File: config.mk
export PLATFORM = sky130hd
export DESIGN_NAME = vtpg_top
export DESIGN_NICKNAME = d
export VERILOG_FILES = /design/src/rtl/vtpg_pkg.sv /design/src/rtl/vtpg_top.sv
export VERILOG_INCLUDE_DIRS = /design/src /design/src/rtl
export SDC_FILE = /design/constraint.sdc
export NUM_CORES = 2
export LEC_CHECK = 0
export BUFFER_PORTS_ARGS = -buffer_cell sky130_fd_sc_hd__buf_4
export CAP_MARGIN = 40
export CORE_MARGIN = 2
export CORE_UTILIZATION = 66
export DETAILED_ROUTE_END_ITERATION = 12
export HOLD_SLACK_MARGIN = 0.15
export PLACE_DENSITY = 0.93
export SYNTH_ARGS = -nofsm -noshare
export SYNTH_HDL_FRONTEND = slang
export SYNTH_SLANG_ARGS = --single-unit
File: constraint.sdc
create_clock -name i_clock -period 70.3 [get_ports i_clock]
set_input_delay 0 -clock i_clock [delete_from_list [all_inputs] [get_ports i_clock]]
set_output_delay 0 -clock i_clock [all_outputs]
set_load 0.05 [all_outputs]
File: src/rtl/vtpg_defines.svh
`ifndef VTPG_DEFINES_SVH
`define VTPG_DEFINES_SVH
// ----------------------------------------
// Register map
// ----------------------------------------
`define VTPG_ADDR_SEL_CTRL  8'h64
`define VTPG_ADDR_CONFIG    8'h65
`define VTPG_ADDR_IND_PTR   8'h66
`define VTPG_ADDR_IND_VAL   8'h67
`define VTPG_RST_SEL_CTRL   8'h10
`define VTPG_RST_CONFIG     8'h00
`define VTPG_RST_IND        8'h00
// Field positions
`define VTPG_SEL_HI         7
`define VTPG_SEL_LO         4
`define VTPG_EN_BIT         0
`define VTPG_B18_BIT        4
`define VTPG_EXTCLK_BIT     3
`define VTPG_TSEL_BIT       2
`define VTPG_INV_BIT        1
`define VTPG_SCROLL_BIT     0
// ----------------------------------------
// Indirect register indices
// ----------------------------------------
`define VTPG_IND_TOT_H_LO   8'h00
`define VTPG_IND_TOT_H_HI   8'h01
`define VTPG_IND_TOT_V_LO   8'h02
`define VTPG_IND_TOT_V_HI   8'h03
`define VTPG_IND_ACT_H_LO   8'h04
`define VTPG_IND_ACT_H_HI   8'h05
`define VTPG_IND_ACT_V_LO   8'h06
`define VTPG_IND_ACT_V_HI   8'h07
`define VTPG_IND_HS_W       8'h08
`define VTPG_IND_VS_W       8'h09
`define VTPG_IND_HBP        8'h0a
`define VTPG_IND_VBP        8'h0b
`define VTPG_IND_SYNC_CFG   8'h0c
`define VTPG_IND_DWELL      8'h0d
`define VTPG_IND_RED        8'h0e
`define VTPG_IND_GREEN      8'h0f
`define VTPG_IND_BLUE       8'h10
`define VTPG_IND_PEN_LO     8'h11
`define VTPG_IND_PEN_HI     8'h12
// ----------------------------------------
// Pattern codes and levels
// ----------------------------------------
`define VTPG_PAT_WHITE      4'h1
`define VTPG_PAT_BLACK      4'h2
`define VTPG_PAT_RED        4'h3
`define VTPG_PAT_GREEN      4'h4
`define VTPG_PAT_BLUE       4'h5
`define VTPG_PAT_HFIRST     4'h6
`define VTPG_PAT_HLAST      4'h8
`define VTPG_PAT_VFIRST     4'h9
`define VTPG_PAT_VLAST      4'hd
`define VTPG_PAT_CUSTOM     4'he
`define VTPG_PAT_LAST       4'he
`define VTPG_LEVELS_24      12'h100
`define VTPG_LEVELS_18      12'h040
`define VTPG_MASK_18        24'hfcfcfc
`endif

File: src/rtl/vtpg_pkg.sv
`default_nettype none
package vtpg_pkg;
  // One pixel with its timing strobes
  typedef struct packed {
    logic        de;
    logic        hs;
    logic        vs;
    logic [23:0] rgb;
  } vtpg_video_t;
  // Serial control bus access, one cycle per request
  typedef struct packed {
    logic       wr;
    logic       rd;
    logic [7:0] addr;
    logic [7:0] wdata;
  } vtpg_reg_req_t;
endpackage
`default_nettype wire

File: src/rtl/vtpg_top.sv
`include "vtpg_defines.svh"
`default_nettype none
// Behaviour
// RULE_01: Select field bits 7:4 of control register chooses the fixed pattern.
// RULE_02: Scaled ramps spread evenly over the active width or height.
// RULE_03: Auto-scroll ignores the fixed select field.
// RULE_04: Codes 1-5 give white, black, red, green, blue; inverted gives complements.
// RULE_05: Codes 6-8 horizontal ramps, 9-13 vertical ramps, inversion complements them.
// RULE_06: Code 14 outputs custom red, green, blue levels, or their inversion.
// RULE_07: Software never programs select codes 0 or 15.
// RULE_08: Control bit 0 switches the generator on or off.
// RULE_09: 18-bit mode uses 64 levels on six MSBs; else 256 levels.
// RULE_10: Internal timing clocks from pixel clock if external bit set, else divider.
// RULE_11: Clock source bit has no effect under external timing.
// RULE_12: Timing select set makes the generator produce programmed timing.
// RULE_13: Timing select clear follows external clock, enable and syncs.
// RULE_14: Invert bit outputs bitwise complement of the pattern.
// RULE_15: Auto-scroll moves to next enabled pattern after the dwell frame count.
// RULE_16: Software writes the indirect pointer before each indirect data access.
// RULE_17: Indirect data writes store to, and reads return, the addressed register.
// RULE_18: While enabled, generated pixels replace the parallel video input.
module vtpg_top
  import vtpg_pkg::*;
#(
  parameter int IND_DEPTH = 32,  // Indirect registers implemented
  parameter int CLK_DIV   = 4    // Internal divided pixel clock ratio
) (
  input  wire logic          i_clock,
  input  wire logic          i_nrst,
  input  wire vtpg_reg_req_t i_reg,
  output logic [7:0]         o_reg_rdata,
  input  wire logic          i_pclk_pin,
  input  wire vtpg_video_t   i_video,
  output vtpg_video_t        o_video
);
  // ----------------------------------------
  // Control registers
  // ----------------------------------------
  logic [7:0] sel_ctrl_r, config_r, ind_ptr_r;
  logic [7:0] ind_mem [IND_DEPTH];
  logic       gen_en, b18, extclk, tsel, inv, scroll;
  logic [3:0] fixed_sel;
  assign fixed_sel = sel_ctrl_r[`VTPG_SEL_HI:`VTPG_SEL_LO];          // [RULE_01]
  assign gen_en    = sel_ctrl_r[`VTPG_EN_BIT];                         // [RULE_08]
  assign b18       = config_r[`VTPG_B18_BIT];
  assign extclk    = config_r[`VTPG_EXTCLK_BIT];
  assign tsel      = config_r[`VTPG_TSEL_BIT];
  assign inv       = config_r[`VTPG_INV_BIT];
  assign scroll    = config_r[`VTPG_SCROLL_BIT];
  // Indirect reads beyond the implemented depth return zero
  function automatic logic [7:0] ind_rd(input logic [7:0] a);
    ind_rd = (32'(a) < IND_DEPTH) ? ind_mem[a[$clog2(IND_DEPTH)-1:0]] : 8'h00;
  endfunction
  // Register writes; reserved bits are held at zero
  always_ff @(posedge i_clock) begin
    if (!i_nrst) begin
      sel_ctrl_r <= `VTPG_RST_SEL_CTRL;
      config_r   <= `VTPG_RST_CONFIG;
      ind_ptr_r  <= `VTPG_RST_IND;
    end else if (i_reg.wr) begin
      case (i_reg.addr)
        `VTPG_ADDR_SEL_CTRL: sel_ctrl_r <= i_reg.wdata & 8'hf1;
        `VTPG_ADDR_CONFIG:   config_r   <= i_reg.wdata & 8'h1f;
        `VTPG_ADDR_IND_PTR:  ind_ptr_r  <= i_reg.wdata;             // [RULE_16]
        default: ;
      endcase
    end
  end
  // Indirect store through the pointer
  always_ff @(posedge i_clock) begin
    if (!i_nrst) begin
      for (int k = 0; k < IND_DEPTH; k++) begin
        ind_mem[k] <= `VTPG_RST_IND;
      end
    end else if (i_reg.wr && i_reg.addr == `VTPG_ADDR_IND_VAL && 32'(ind_ptr_r) < IND_DEPTH) begin
      ind_mem[ind_ptr_r[$clog2(IND_DEPTH)-1:0]] <= i_reg.wdata;       // [RULE_17]
    end
  end
  // Read data is registered, valid the cycle after the read strobe
  always_ff @(posedge i_clock) begin
    if (!i_nrst) begin
      o_reg_rdata <= 8'h00;
    end else if (i_reg.rd) begin
      case (i_reg.addr)
        `VTPG_ADDR_SEL_CTRL: o_reg_rdata <= sel_ctrl_r;
        `VTPG_ADDR_CONFIG:   o_reg_rdata <= config_r;
        `VTPG_ADDR_IND_PTR:  o_reg_rdata <= ind_ptr_r;
        `VTPG_ADDR_IND_VAL:  o_reg_rdata <= ind_rd(ind_ptr_r);     // [RULE_17]
        default:             o_reg_rdata <= 8'h00;
      endcase
    end
  end
  // Indirect fields; a combinational process so later table writes are seen
  logic [11:0] tot_h, tot_v, act_h, act_v;
  logic [7:0]  hs_w, vs_w, hbp, vbp, dwell, sync_cfg;
  logic [13:0] pat_en;
  always_comb begin
    tot_h    = 12'({ind_rd(`VTPG_IND_TOT_H_HI), ind_rd(`VTPG_IND_TOT_H_LO)});  // Upper nibble unused
    tot_v    = 12'({ind_rd(`VTPG_IND_TOT_V_HI), ind_rd(`VTPG_IND_TOT_V_LO)});
    act_h    = 12'({ind_rd(`VTPG_IND_ACT_H_HI), ind_rd(`VTPG_IND_ACT_H_LO)});
    act_v    = 12'({ind_rd(`VTPG_IND_ACT_V_HI), ind_rd(`VTPG_IND_ACT_V_LO)});
    hs_w     = ind_rd(`VTPG_IND_HS_W);
    vs_w     = ind_rd(`VTPG_IND_VS_W);
    hbp      = ind_rd(`VTPG_IND_HBP);
    vbp      = ind_rd(`VTPG_IND_VBP);
    dwell    = ind_rd(`VTPG_IND_DWELL);
    pat_en   = 14'({ind_rd(`VTPG_IND_PEN_HI), ind_rd(`VTPG_IND_PEN_LO)} >> 1);  // Code 1 sits in bit 1
    sync_cfg = ind_rd(`VTPG_IND_SYNC_CFG);
  end

  // ----------------------------------------
  // Pin synchronisers
  // ----------------------------------------
  // All pins share a three-stage chain so data stays aligned with its strobes
  logic [27:0] sy1_r, sy2_r, sy3_r, in_lvl_r;
  vtpg_video_t in_v;
  always_ff @(posedge i_clock) begin
    if (!i_nrst) begin
      sy1_r    <= 28'h0;
      sy2_r    <= 28'h0;
      sy3_r    <= 28'h0;
      in_lvl_r <= 28'h0;
    end else begin
      sy1_r <= {i_pclk_pin, i_video};
      sy2_r <= sy1_r;
      sy3_r <= sy2_r;
      for (int k = 0; k < 28; k++) begin
        if (sy2_r[k] == sy3_r[k]) begin
          in_lvl_r[k] <= sy3_r[k];
        end
      end
    end
  end
  logic ext_edge;
  assign ext_edge = sy2_r[27] && sy3_r[27] && !in_lvl_r[27];
  assign in_v     = in_lvl_r[26:0];
  // Divider for the internal pixel clock
  logic [7:0] div_cnt_r;
  logic       div_tick;
  assign div_tick = (32'(div_cnt_r) == CLK_DIV - 1);
  always_ff @(posedge i_clock) begin
    if (!i_nrst || div_tick) begin
      div_cnt_r <= 8'h00;
    end else begin
      div_cnt_r <= div_cnt_r + 8'h01;
    end
  end
  // Clock source only matters under internal timing
  logic tick;
  assign tick = (tsel && !extclk) ? div_tick : ext_edge;                // [RULE_10] [RULE_11]

  // ----------------------------------------
  // Timing
  // ----------------------------------------
  logic [11:0] h_cnt_r, v_cnt_r, h_st, v_st;
  logic        h_wrap, v_wrap, int_de, int_hs, int_vs, cur_de, de_prev_r, vs_prev_r;
  assign h_wrap = (h_cnt_r >= tot_h - 12'h001);
  assign v_wrap = (v_cnt_r >= tot_v - 12'h001);
  assign h_st   = 12'(hs_w) + 12'(hbp);
  assign v_st   = 12'(vs_w) + 12'(vbp);
  assign int_de = h_cnt_r >= h_st && h_cnt_r < h_st + act_h && v_cnt_r >= v_st && v_cnt_r < v_st + act_v;
  // Sync config bit 0/1 flips the polarity of horizontal/vertical sync
  assign int_hs = (h_cnt_r < 12'(hs_w)) ^ sync_cfg[0];
  assign int_vs = (v_cnt_r < 12'(vs_w)) ^ sync_cfg[1];
  assign cur_de = tsel ? int_de : in_v.de;                              // [RULE_12] [RULE_13]
  // Raster counters advance once per pixel tick
  always_ff @(posedge i_clock) begin
    if (!i_nrst) begin
      h_cnt_r <= 12'h000;
      v_cnt_r <= 12'h000;
    end else if (tick) begin
      h_cnt_r <= h_wrap ? 12'h000 : h_cnt_r + 12'h001;                // [RULE_12]
      if (h_wrap) begin
        v_cnt_r <= v_wrap ? 12'h000 : v_cnt_r + 12'h001;
      end
    end
  end
  // Falling edge of enable marks line end; vertical sync rising edge, or counter wrap under internal timing, marks frame start
  logic line_end, frame_start;
  assign line_end    = tick && de_prev_r && !cur_de;
  assign frame_start = tsel ? (tick && h_wrap && v_wrap) : (in_v.vs && !vs_prev_r);
  always_ff @(posedge i_clock) begin
    if (!i_nrst) begin
      de_prev_r <= 1'b0;
      vs_prev_r <= 1'b0;
    end else begin
      vs_prev_r <= in_v.vs;
      if (tick) begin
        de_prev_r <= cur_de;
      end
    end
  end

  // ----------------------------------------
  // Ramp levels
  // ----------------------------------------
  // Level = position * level count / active size: even for any size, paid for with a divider
  logic [11:0] levels, hpos_r, vpos_r;
  logic [7:0]  hlvl, vlvl, lvl_max;
  logic [19:0] hq, vq;
  assign levels  = b18 ? `VTPG_LEVELS_18 : `VTPG_LEVELS_24;            // [RULE_09]
  assign lvl_max = 8'(levels - 12'h001);
  always_comb begin
    hq   = (act_h == 12'h000) ? 20'h00000 : (20'(hpos_r) * 20'(levels)) / 20'(act_h);  // [RULE_02]
    vq   = (act_v == 12'h000) ? 20'h00000 : (20'(vpos_r) * 20'(levels)) / 20'(act_v);  // [RULE_02]
    hlvl = (hq > 20'(lvl_max)) ? lvl_max : 8'(hq);
    vlvl = (vq > 20'(lvl_max)) ? lvl_max : 8'(vq);
  end
  // Pixel position within the active line, and active line within the frame
  always_ff @(posedge i_clock) begin
    if (!i_nrst || (tick && !cur_de)) begin
      hpos_r <= 12'h000;
    end else if (tick) begin
      hpos_r <= hpos_r + 12'h001;
    end
  end
  always_ff @(posedge i_clock) begin
    if (!i_nrst || frame_start) begin
      vpos_r <= 12'h000;
    end else if (line_end) begin
      vpos_r <= vpos_r + 12'h001;
    end
  end

  // ----------------------------------------
  // Auto-scroll
  // ----------------------------------------
  logic [3:0] scroll_pat_r, cur_pat;
  logic [7:0] frm_cnt_r;
  function automatic logic [3:0] next_pat(input logic [3:0] p, input logic [13:0] en);
    logic [3:0] c;
    c = p;
    next_pat = p;
    for (int k = 0; k < 14; k++) begin
      c = (c >= `VTPG_PAT_LAST) ? `VTPG_PAT_WHITE : c + 4'h1;
      if (en[c - 4'h1] && next_pat == p) begin
        next_pat = c;
      end
    end
  endfunction
  always_ff @(posedge i_clock) begin
    if (!i_nrst || !scroll) begin
      frm_cnt_r    <= 8'h00;
      scroll_pat_r <= `VTPG_PAT_WHITE;
    end else if (frame_start) begin
      if (frm_cnt_r + 8'h01 >= dwell) begin
        frm_cnt_r    <= 8'h00;
        scroll_pat_r <= next_pat(scroll_pat_r, pat_en);                 // [RULE_15]
      end else begin
        frm_cnt_r <= frm_cnt_r + 8'h01;
      end
    end
  end
  assign cur_pat = scroll ? scroll_pat_r : fixed_sel;                   // [RULE_03] [RULE_01]

  // ----------------------------------------
  // Pattern colour and output
  // ----------------------------------------
  logic [23:0] pat_rgb, gen_rgb;
  logic [7:0]  hl, vl;
  assign hl = b18 ? {hlvl[5:0], 2'b00} : hlvl;                          // [RULE_09]
  assign vl = b18 ? {vlvl[5:0], 2'b00} : vlvl;
  always_comb begin
    case (cur_pat)
      `VTPG_PAT_WHITE:  pat_rgb = 24'hffffff;                           // [RULE_04]
      `VTPG_PAT_BLACK:  pat_rgb = 24'h000000;
      `VTPG_PAT_RED:    pat_rgb = 24'hff0000;
      `VTPG_PAT_GREEN:  pat_rgb = 24'h00ff00;
      `VTPG_PAT_BLUE:   pat_rgb = 24'h0000ff;
      4'h6:             pat_rgb = {hl, hl, hl};                         // [RULE_05]
      4'h7:             pat_rgb = {hl, 8'h00, 8'h00};
      `VTPG_PAT_HLAST:  pat_rgb = {8'h00, hl, 8'h00};
      `VTPG_PAT_VFIRST: pat_rgb = {vl, vl, vl};
      4'ha:             pat_rgb = {vl, 8'h00, 8'h00};
      4'hb:             pat_rgb = {8'h00, vl, 8'h00};
      4'hc:             pat_rgb = {8'h00, vl, 8'h00};
      `VTPG_PAT_VLAST:  pat_rgb = {8'h00, 8'h00, vl};
      `VTPG_PAT_CUSTOM: pat_rgb = {ind_rd(`VTPG_IND_RED), ind_rd(`VTPG_IND_GREEN),
                                   ind_rd(`VTPG_IND_BLUE)};             // [RULE_06]
      default:          pat_rgb = 24'h000000;                           // Reserved codes
    endcase
  end
  assign gen_rgb = (inv ? ~pat_rgb : pat_rgb) & (b18 ? `VTPG_MASK_18 : 24'hffffff); // [RULE_14] [RULE_09]
  // Generated pixels replace the input stream while the generator runs
  always_ff @(posedge i_clock) begin
    if (!i_nrst) begin
      o_video <= '0;
    end else if (!gen_en) begin
      o_video <= in_v;                                                  // [RULE_08]
    end else if (tsel) begin
      o_video <= '{de: int_de, hs: int_hs, vs: int_vs, rgb: gen_rgb};   // [RULE_18] [RULE_12]
    end else begin
      o_video <= '{de: in_v.de, hs: in_v.hs, vs: in_v.vs, rgb: gen_rgb}; // [RULE_18] [RULE_13]
    end
  end

  // ----------------------------------------
  // Assertions
  // ----------------------------------------
  property p_off_pass;
    @(posedge i_clock) disable iff (!i_nrst) !gen_en |=> o_video == $past(in_v);
  endproperty
  a_off_pass: assert property (p_off_pass) else $error("disabled output not passthrough"); // [RULE_08]
  property p_on_replace;
    @(posedge i_clock) disable iff (!i_nrst) gen_en && !tsel |=> o_video.rgb == $past(gen_rgb);
  endproperty
  a_on_replace: assert property (p_on_replace) else $error("generated pixel not output"); // [RULE_18]
  property p_ext_timing;
    @(posedge i_clock) disable iff (!i_nrst) gen_en && !tsel |=> o_video.de == $past(in_v.de);
  endproperty
  a_ext_timing: assert property (p_ext_timing) else $error("external enable not followed"); // [RULE_13]
  property p_int_timing;
    @(posedge i_clock) disable iff (!i_nrst) gen_en && tsel |=> o_video.de == $past(int_de);
  endproperty
  a_int_timing: assert property (p_int_timing) else $error("internal enable not used"); // [RULE_12]
  property p_white;
    @(posedge i_clock) disable iff (!i_nrst)
      gen_en && !scroll && !b18 && fixed_sel == `VTPG_PAT_WHITE ##0 $stable(config_r)
      |=> o_video.rgb == ($past(inv) ? 24'h000000 : 24'hffffff);
  endproperty
  a_white: assert property (p_white) else $error("white pattern wrong"); // [RULE_04]
  property p_b18;
    @(posedge i_clock) disable iff (!i_nrst) gen_en && b18 |=> (o_video.rgb & 24'h030303) == 24'h0;
  endproperty
  a_b18: assert property (p_b18) else $error("18-bit low bits set"); // [RULE_09]
  property p_tick_sel;
    @(posedge i_clock) disable iff (!i_nrst) !tsel |-> tick == ext_edge;
  endproperty
  a_tick_sel: assert property (p_tick_sel) else $error("clock bit affects external timing"); // [RULE_11]
  property p_ind_rd;
    @(posedge i_clock) disable iff (!i_nrst)
      i_reg.rd && i_reg.addr == `VTPG_ADDR_IND_VAL |=> o_reg_rdata == $past(ind_rd(ind_ptr_r));
  endproperty
  a_ind_rd: assert property (p_ind_rd) else $error("indirect read wrong"); // [RULE_17]
  property p_scroll;
    @(posedge i_clock) disable iff (!i_nrst) scroll |-> cur_pat == scroll_pat_r;
  endproperty
  a_scroll: assert property (p_scroll) else $error("select used in scroll mode"); // [RULE_03]
endmodule
`default_nettype wire

# Word level (Yosys, flattened, before mapping)
# Memory sizes are Yosys's and may differ from the RTL's. A register that Yosys moved wholly into a read port is not among the register bits.
# Index checks and enable logic that the tools add are counted.
dict set report word_totals {
  register_bits 235
  mem_bits_rw 256
  inputBits 48
  word_cells 368
  n_memories 1
}
dict set report classes {
  add_sub_neg 41
  n_mul 2
  div_mod_pow 2
  order_cmp 40
  eq_ne 59
  n_mux 125
  n_bitwise 4
  n_reduce_logical 46
}
# memory words width read_ports rd_ports_with_merged_regs wr line
set mem_list {}
lappend mem_list {ind_mem 32 8 20 1 32 vtpg_top.sv:40} ;# logic [7:0] ind_mem [IND_DEPTH];
# op n
set op_table {}
lappend op_table {{$pmux W24 S12} 1}
lappend op_table {{$mux W4} 68}
lappend op_table {{$lt A4 B5 Y1 const B} 14}
lappend op_table {{$add A4 B1 Y4 const B} 14}
lappend op_table {{$bmux W1 S4} 14}
lappend op_table {{$ge A4 B4 Y1 const B} 14}
lappend op_table {{$mux W8} 7}
lappend op_table {{$sub A4 B1 Y4 const B} 14}
lappend op_table {{$mux W27} 2}
lappend op_table {{$eq A4 B4 Y1} 13}
lappend op_table {{$add A12 B1 Y12 const B} 4}
lappend op_table {{$div A20 B12 Y20} 2}
lappend op_table {{$gt A20 B8 Y1} 2}
lappend op_table {{$mul A12 B9 Y20} 2}
lappend op_table {{$mux W20} 2}
lappend op_table {{$eq A8 B7 Y1 const B} 4}
lappend op_table {{$pmux W8 S4} 1}
lappend op_table {{$eq A1 B1 Y1} 28}
lappend op_table {{$eq A4 B4 Y1 const B} 7}
lappend op_table {{$logic_and A1 B1 Y1} 27}
lappend op_table {{$add A9 B12 Y12} 2}
lappend op_table {{$and A24 B24 Y24} 1}
lappend op_table {{$ge A12 B12 Y1} 2}
lappend op_table {{$ge A12 B9 Y1} 2}
lappend op_table {{other kinds (26)} 72}

# Longest topological paths before layout
dict set report depth {
  depth_word 84
  mapped_depth 277
}

# Worst setup path before layout
# OpenSTA, ideal clock, no wires.
dict set report synth_timing {
  path_kind {reg2reg}
  from {register config_r[4]}
  to {register o_video[15] (netlist bit)}
  setup_time_ps 116
  t_arrival_ps 51733
  t_required_ps 70184
  setup_slack_ps 18451
  path_stages_with_launch 267
  synth_period_minus_slack_ps 51849
  cell_sequence {dfxtp_1 > clkbuf_1 > buf_1 > clkbuf_1 > buf_2 > buf_1 > clkbuf_1 > and2_1 > ha_1 > ha_1 > ha_1 > ha_1 > ha_1 > a21oi_1 > o21ai_0 > a21oi_1 > o21bai_1 > a21oi_1 > [... 231 more ...] > nor4_4 > nand2_1 > clkinv_1 > clkbuf_1 > o31ai_1 > ha_1 > nand4_1 > nor3_1 > or3_1 > o211ai_1 > and4_1 > o31a_1 > a311oi_2 > o21ai_1 > and3_1 > a211oi_2 > mux2i_1 > a31o_1}
}
dict set report synth_via {
  elab_chain_cells 13
  elab_cells_between_ends 20
  cone_classes {add/sub: 1; mul: 2; div: 2; order compare: 2; mux: 11; bitwise: 2}
}
# element line
set synth_rtl {}
lappend synth_rtl {{start, declared} vtpg_top.sv:39} ;# logic [7:0] sel_ctrl_r, config_r, ind_ptr_r;
lappend synth_rtl {{start signal, assigned} vtpg_top.sv:58} ;# config_r <= `VTPG_RST_CONFIG;
lappend synth_rtl {{start signal, assigned} vtpg_top.sv:63} ;# `VTPG_ADDR_CONFIG: config_r <= i_reg.wdata & 8'h1f;
lappend synth_rtl {{$mux W9 (no line)} -}
lappend synth_rtl {{$mul A12 B9 Y20 (on tied branches)} {vtpg_top.sv:205, vtpg_top.sv:204}}
lappend synth_rtl {{$div A20 B12 Y20 (on tied branches)} {vtpg_top.sv:205, vtpg_top.sv:204}}
lappend synth_rtl {{$mux W20 (on tied branches)} {vtpg_top.sv:205, vtpg_top.sv:204}}
lappend synth_rtl {{$gt A20 B8 Y1 (on tied branches)} {vtpg_top.sv:207, vtpg_top.sv:206}}
lappend synth_rtl {{$mux W8 (on tied branches)} {vtpg_top.sv:207, vtpg_top.sv:206}}
lappend synth_rtl {{$mux W8 (on tied branches)} {vtpg_top.sv:262, vtpg_top.sv:261}}
lappend synth_rtl {{$pmux W24 S12 (*)} vtpg_top.sv:264} ;# case (cur_pat)
lappend synth_rtl {{$not A24 Y24} vtpg_top.sv:283} ;# assign gen_rgb = (inv ? ~pat_rgb : pat_rgb) & (b18 ? `VTPG_MASK_18 : 24'hffffff);
lappend synth_rtl {{$mux W24 (*)} vtpg_top.sv:283}
lappend synth_rtl {{$and A24 B24 Y24 (*)} vtpg_top.sv:283}
lappend synth_rtl {{$mux W27 (*)} vtpg_top.sv:290} ;# end else if (tsel) begin
lappend synth_rtl {{$mux W27 (*)} vtpg_top.sv:288} ;# end else if (!gen_en) begin
lappend synth_rtl {{end signal, assigned} vtpg_top.sv:289} ;# o_video <= in_v;
lappend synth_rtl {{end signal, assigned} vtpg_top.sv:291} ;# o_video <= '{de: int_de, hs: int_hs, vs: int_vs, rgb: gen_rgb};
lappend synth_rtl {{end signal, assigned} vtpg_top.sv:293} ;# o_video <= '{de: in_v.de, hs: in_v.hs, vs: in_v.vs, rgb: gen_rgb};
lappend synth_rtl {{end, declared} vtpg_top.sv:34} ;# output vtpg_video_t o_video
# Every way passes the cells marked *; elsewhere a longest branch is shown, timed or not.
# A chain may end at the register's enable or synchronous reset.

# Final worst setup path
# Same ends and word-level chain as after synthesis.

==> results_dict.tcl <==
set metrics [dict create \
    outcome "finished clean" \
    ys_seq_elements 496 \
    worstHoldPathType "input pin to flop" \
    synth_cell_type_count 139 \
    netlist.area_leader.share 0.1502 \
    clock_skew_ps 42.74 \
    drc 0 \
    synth_edf_count 256 \
    dieHeight_um 282.5 \
    final_cell_mix "585 x ha_1, 533 x nor2_1, 384 x nand2_1, 380 x and2_1, 315 x a21oi_1" \
    fmaxAchievable_ghz 0.01783 \
    final_layout_size_suffix_gt1_frac 0.1073 \
    num_vias 48980 \
    die_w_um 282.5 \
    antenna_found_initial 2 \
    met1_usage 0.4773 \
    postLayoutCoreUtil 0.7178 \
    synth.cell_area_um2 51190 \
    num_rows 102 \
    hpwlAfterDp_um 113600 \
    hold_viol 0 \
    report.final.slew_viol_count 0 \
    grt_use_met3 0.09292 \
    busiest_layer "met2" \
    grt_pass1_wl_um 249100 \
    post_cts_buffers 0 \
    numClockSinks 496 \
    fill_cells 5353 \
    max_stage_delay_ps 790 \
    layout_min_cycle_time_ps 56090 \
    first_global_vias 47410 \
    cts_tree "yes" \
    fin_crit_sh 0.7979 \
    place.port_buffers 82 \
    synth_xor_area_frac 0.04749 \
    critPathLaunchType "flop" \
    grt_use_met2 0.6239 \
    tightest_slew_ps 982.5 \
    yosys.area_share.simple 0.2203 \
    arrival_ps 56620 \
    grt_overflow_total 0 \
    cts_buffer_depth 3 \
    die-area_um2 79810 \
    synth_async_sr_flop_share 0 \
    rsz0062_at_grt "false" \
    syn-mean-instance-area_um2 8.629 \
    core_area_um2 77080 \
    grtUsageTotal 0.3896 \
    synth_top_family_by_area "simple AND/OR/NAND/NOR gates" \
    cts_made_buffers 47 \
    clk_latency_ps 640 \
    synthAdderAreaFrac 0.1461 \
    pin_count 83 \
    max_slew_margin 0.3450 \
    worstPathMaxFanout 34 \
    end_kind "flop" \
    via_per_inst 6.899 \
    dpl_cell_area_um2 52960 \
    synth_top_area_cell "edfxtp_1" \
    required_ps 70830 \
    grt_max_degree 87 \
    htreeDepth 2 \
    drt_first_iter_violations 6597 \
    slowest_stage "and4b_1" \
    cp_common_cell "o21a_1" \
    synthFlopType "edfxtp_1" \
    finalSetupViolations 0 \
    postLayoutCellArea_um2 55330 \
    clkTransAtPathRegs_ps 70 \
    drt_wl_total_um 161500 \
    nNetsFinal 6661 \
    synth_compound_area_frac 0.2027 \
    yosys_warnings 0 \
    synthMuxAreaShare 0.1035 \
    ant_nets 0 \
    routabilityCongestion 0.9976 \
    clockRootBuffer "clkbuf_16" \
    cap_violations 0 \
    area_growth_pct 8.080 \
    netlist_instances 5933 \
    critPathKind "flop to flop" \
    start_util 0.6641 \
    seq_area_frac_synth 0.2440 \
    first_pass_iters 11 \
    layout_commonest_cell "ha_1" \
    wl_per_cell_um 22.75 \
    synth_area_leaders "edfxtp_1 15%, ha_1 14%, dfxtp_1 9.4%, and2_1 4.6%, mux4_2 4.3%" \
    setup_tns_ps 0 \
]
-- per-stage QoR --
stage / cells / worst slack [ps] / hold WS, ps
floorplan: 5942 / 18450 / 127.3
finish: 7100 / 14210 / 151.6
global route: 7099 / 9985 / 158.8
CTS: 7096 / 15080 / 156.7
detailed placement: 6938 / 15430 / 211.1
global placement: 6892 / 15660 / 206.8
-- area by class of cell --
type | instances | area (um^2) | share of cell area
multi-input cells | 4975 | 36930 | 0.6674
flip-flops and latches | 496 | 12500 | 0.2259
repair buffers | 250 | 2033 | 0.03675
clock buffers | 63 | 1349 | 0.02438
well taps | 1040 | 1301 | 0.02352
inverters | 250 | 940.9 | 0.01701
clock inverters | 25 | 280.3 | 0.005065
diodes | 1 | 2.502 | 0.00004523
-- Yosys cell counts, types with 19 or more instances --
library cell / number
ha_1: 585
nor3_1: 281
o211ai_1: 34
mux2i_1: 139
o21ai_0: 287
nor2b_1: 81
clkbuf_1: 174
xor2_1: 118
a31oi_1: 34
nand3_1: 125
nor2_1: 533
nand4_1: 59
o21ai_1: 31
a211o_1: 23
a211oi_1: 51
or3_1: 49
mux4_2: 98
xnor2_1: 149
buf_1: 21
buf_2: 19
edfxtp_1: 256
and3_1: 39
nand2_1: 384
nor4_1: 25
o21bai_1: 25
nand2b_1: 111
inv_1: 235
and2_1: 380
o31ai_1: 73
mux2_2: 141
a21oi_1: 316
dfxtp_1: 240
a21o_1: 112
o21a_1: 251
or2_2: 29
-- final timing paths --
path                            depth (start not counted)  slack [ps]           to   startpoint
worst max-delay path                                  251       14210  o_video[15]  config_r[4]
worst min-delay path                                    3         150    sy1_r[20]  i_video[20]
worst max register to register                        251       14210  o_video[15]  config_r[4]
worst min register to register                          1         430     sy2_r[4]     sy1_r[4]
-- registers in the layout (all words and copies together), names as in the netlist, 12 cells and up, named ones only --
name / flops
sy3_r: 28
v_cnt_r: 12
sy2_r: 28
in_lvl_r: 28
h_cnt_r: 12
o_video: 27
sy1_r: 28
ind_mem: 256
hpos_r: 12
vpos_r: 12
-- timing repair --
item | in CTS | in global routing
gates resized for setup | 0 | 0
hold endpoints to repair | 315 | 0
hold buffers | 70 | 0
-- worst max-delay path, delay by kind of cell, from the launching register on --
family / cells / cell delay [ps]
compound gates: 163 / 33720
simple gates: 44 / 8820
fa+ha+maj: 25 / 7150
mux: 10 / 3170
buf+inv: 8 / 2160
flops: 1 / 730
xor+xnor: 1 / 130
-- kinds of logic after synthesis --
logic type	after synthesis
AOI/OAI and AO/OA	1516
xor gates and xnor gates	272
adders and majority gates	593
buffers and inverters	471
DFF	496
muxes	386
other	1
and+or+nand+nor	2198
-- metal layers --
metal | vias to the layer above | routed length (um)
met1 | 22770 | 59160
met5 | - | 8
met2 | 3275 | 71870
met3 | 808 | 19600
li1 | 22120 | -
met4 | 2 | 10870
Power is left out: the tool's default activity adds up to more than one toggle a clock period on the data nets, which glitch-free logic cannot reach.
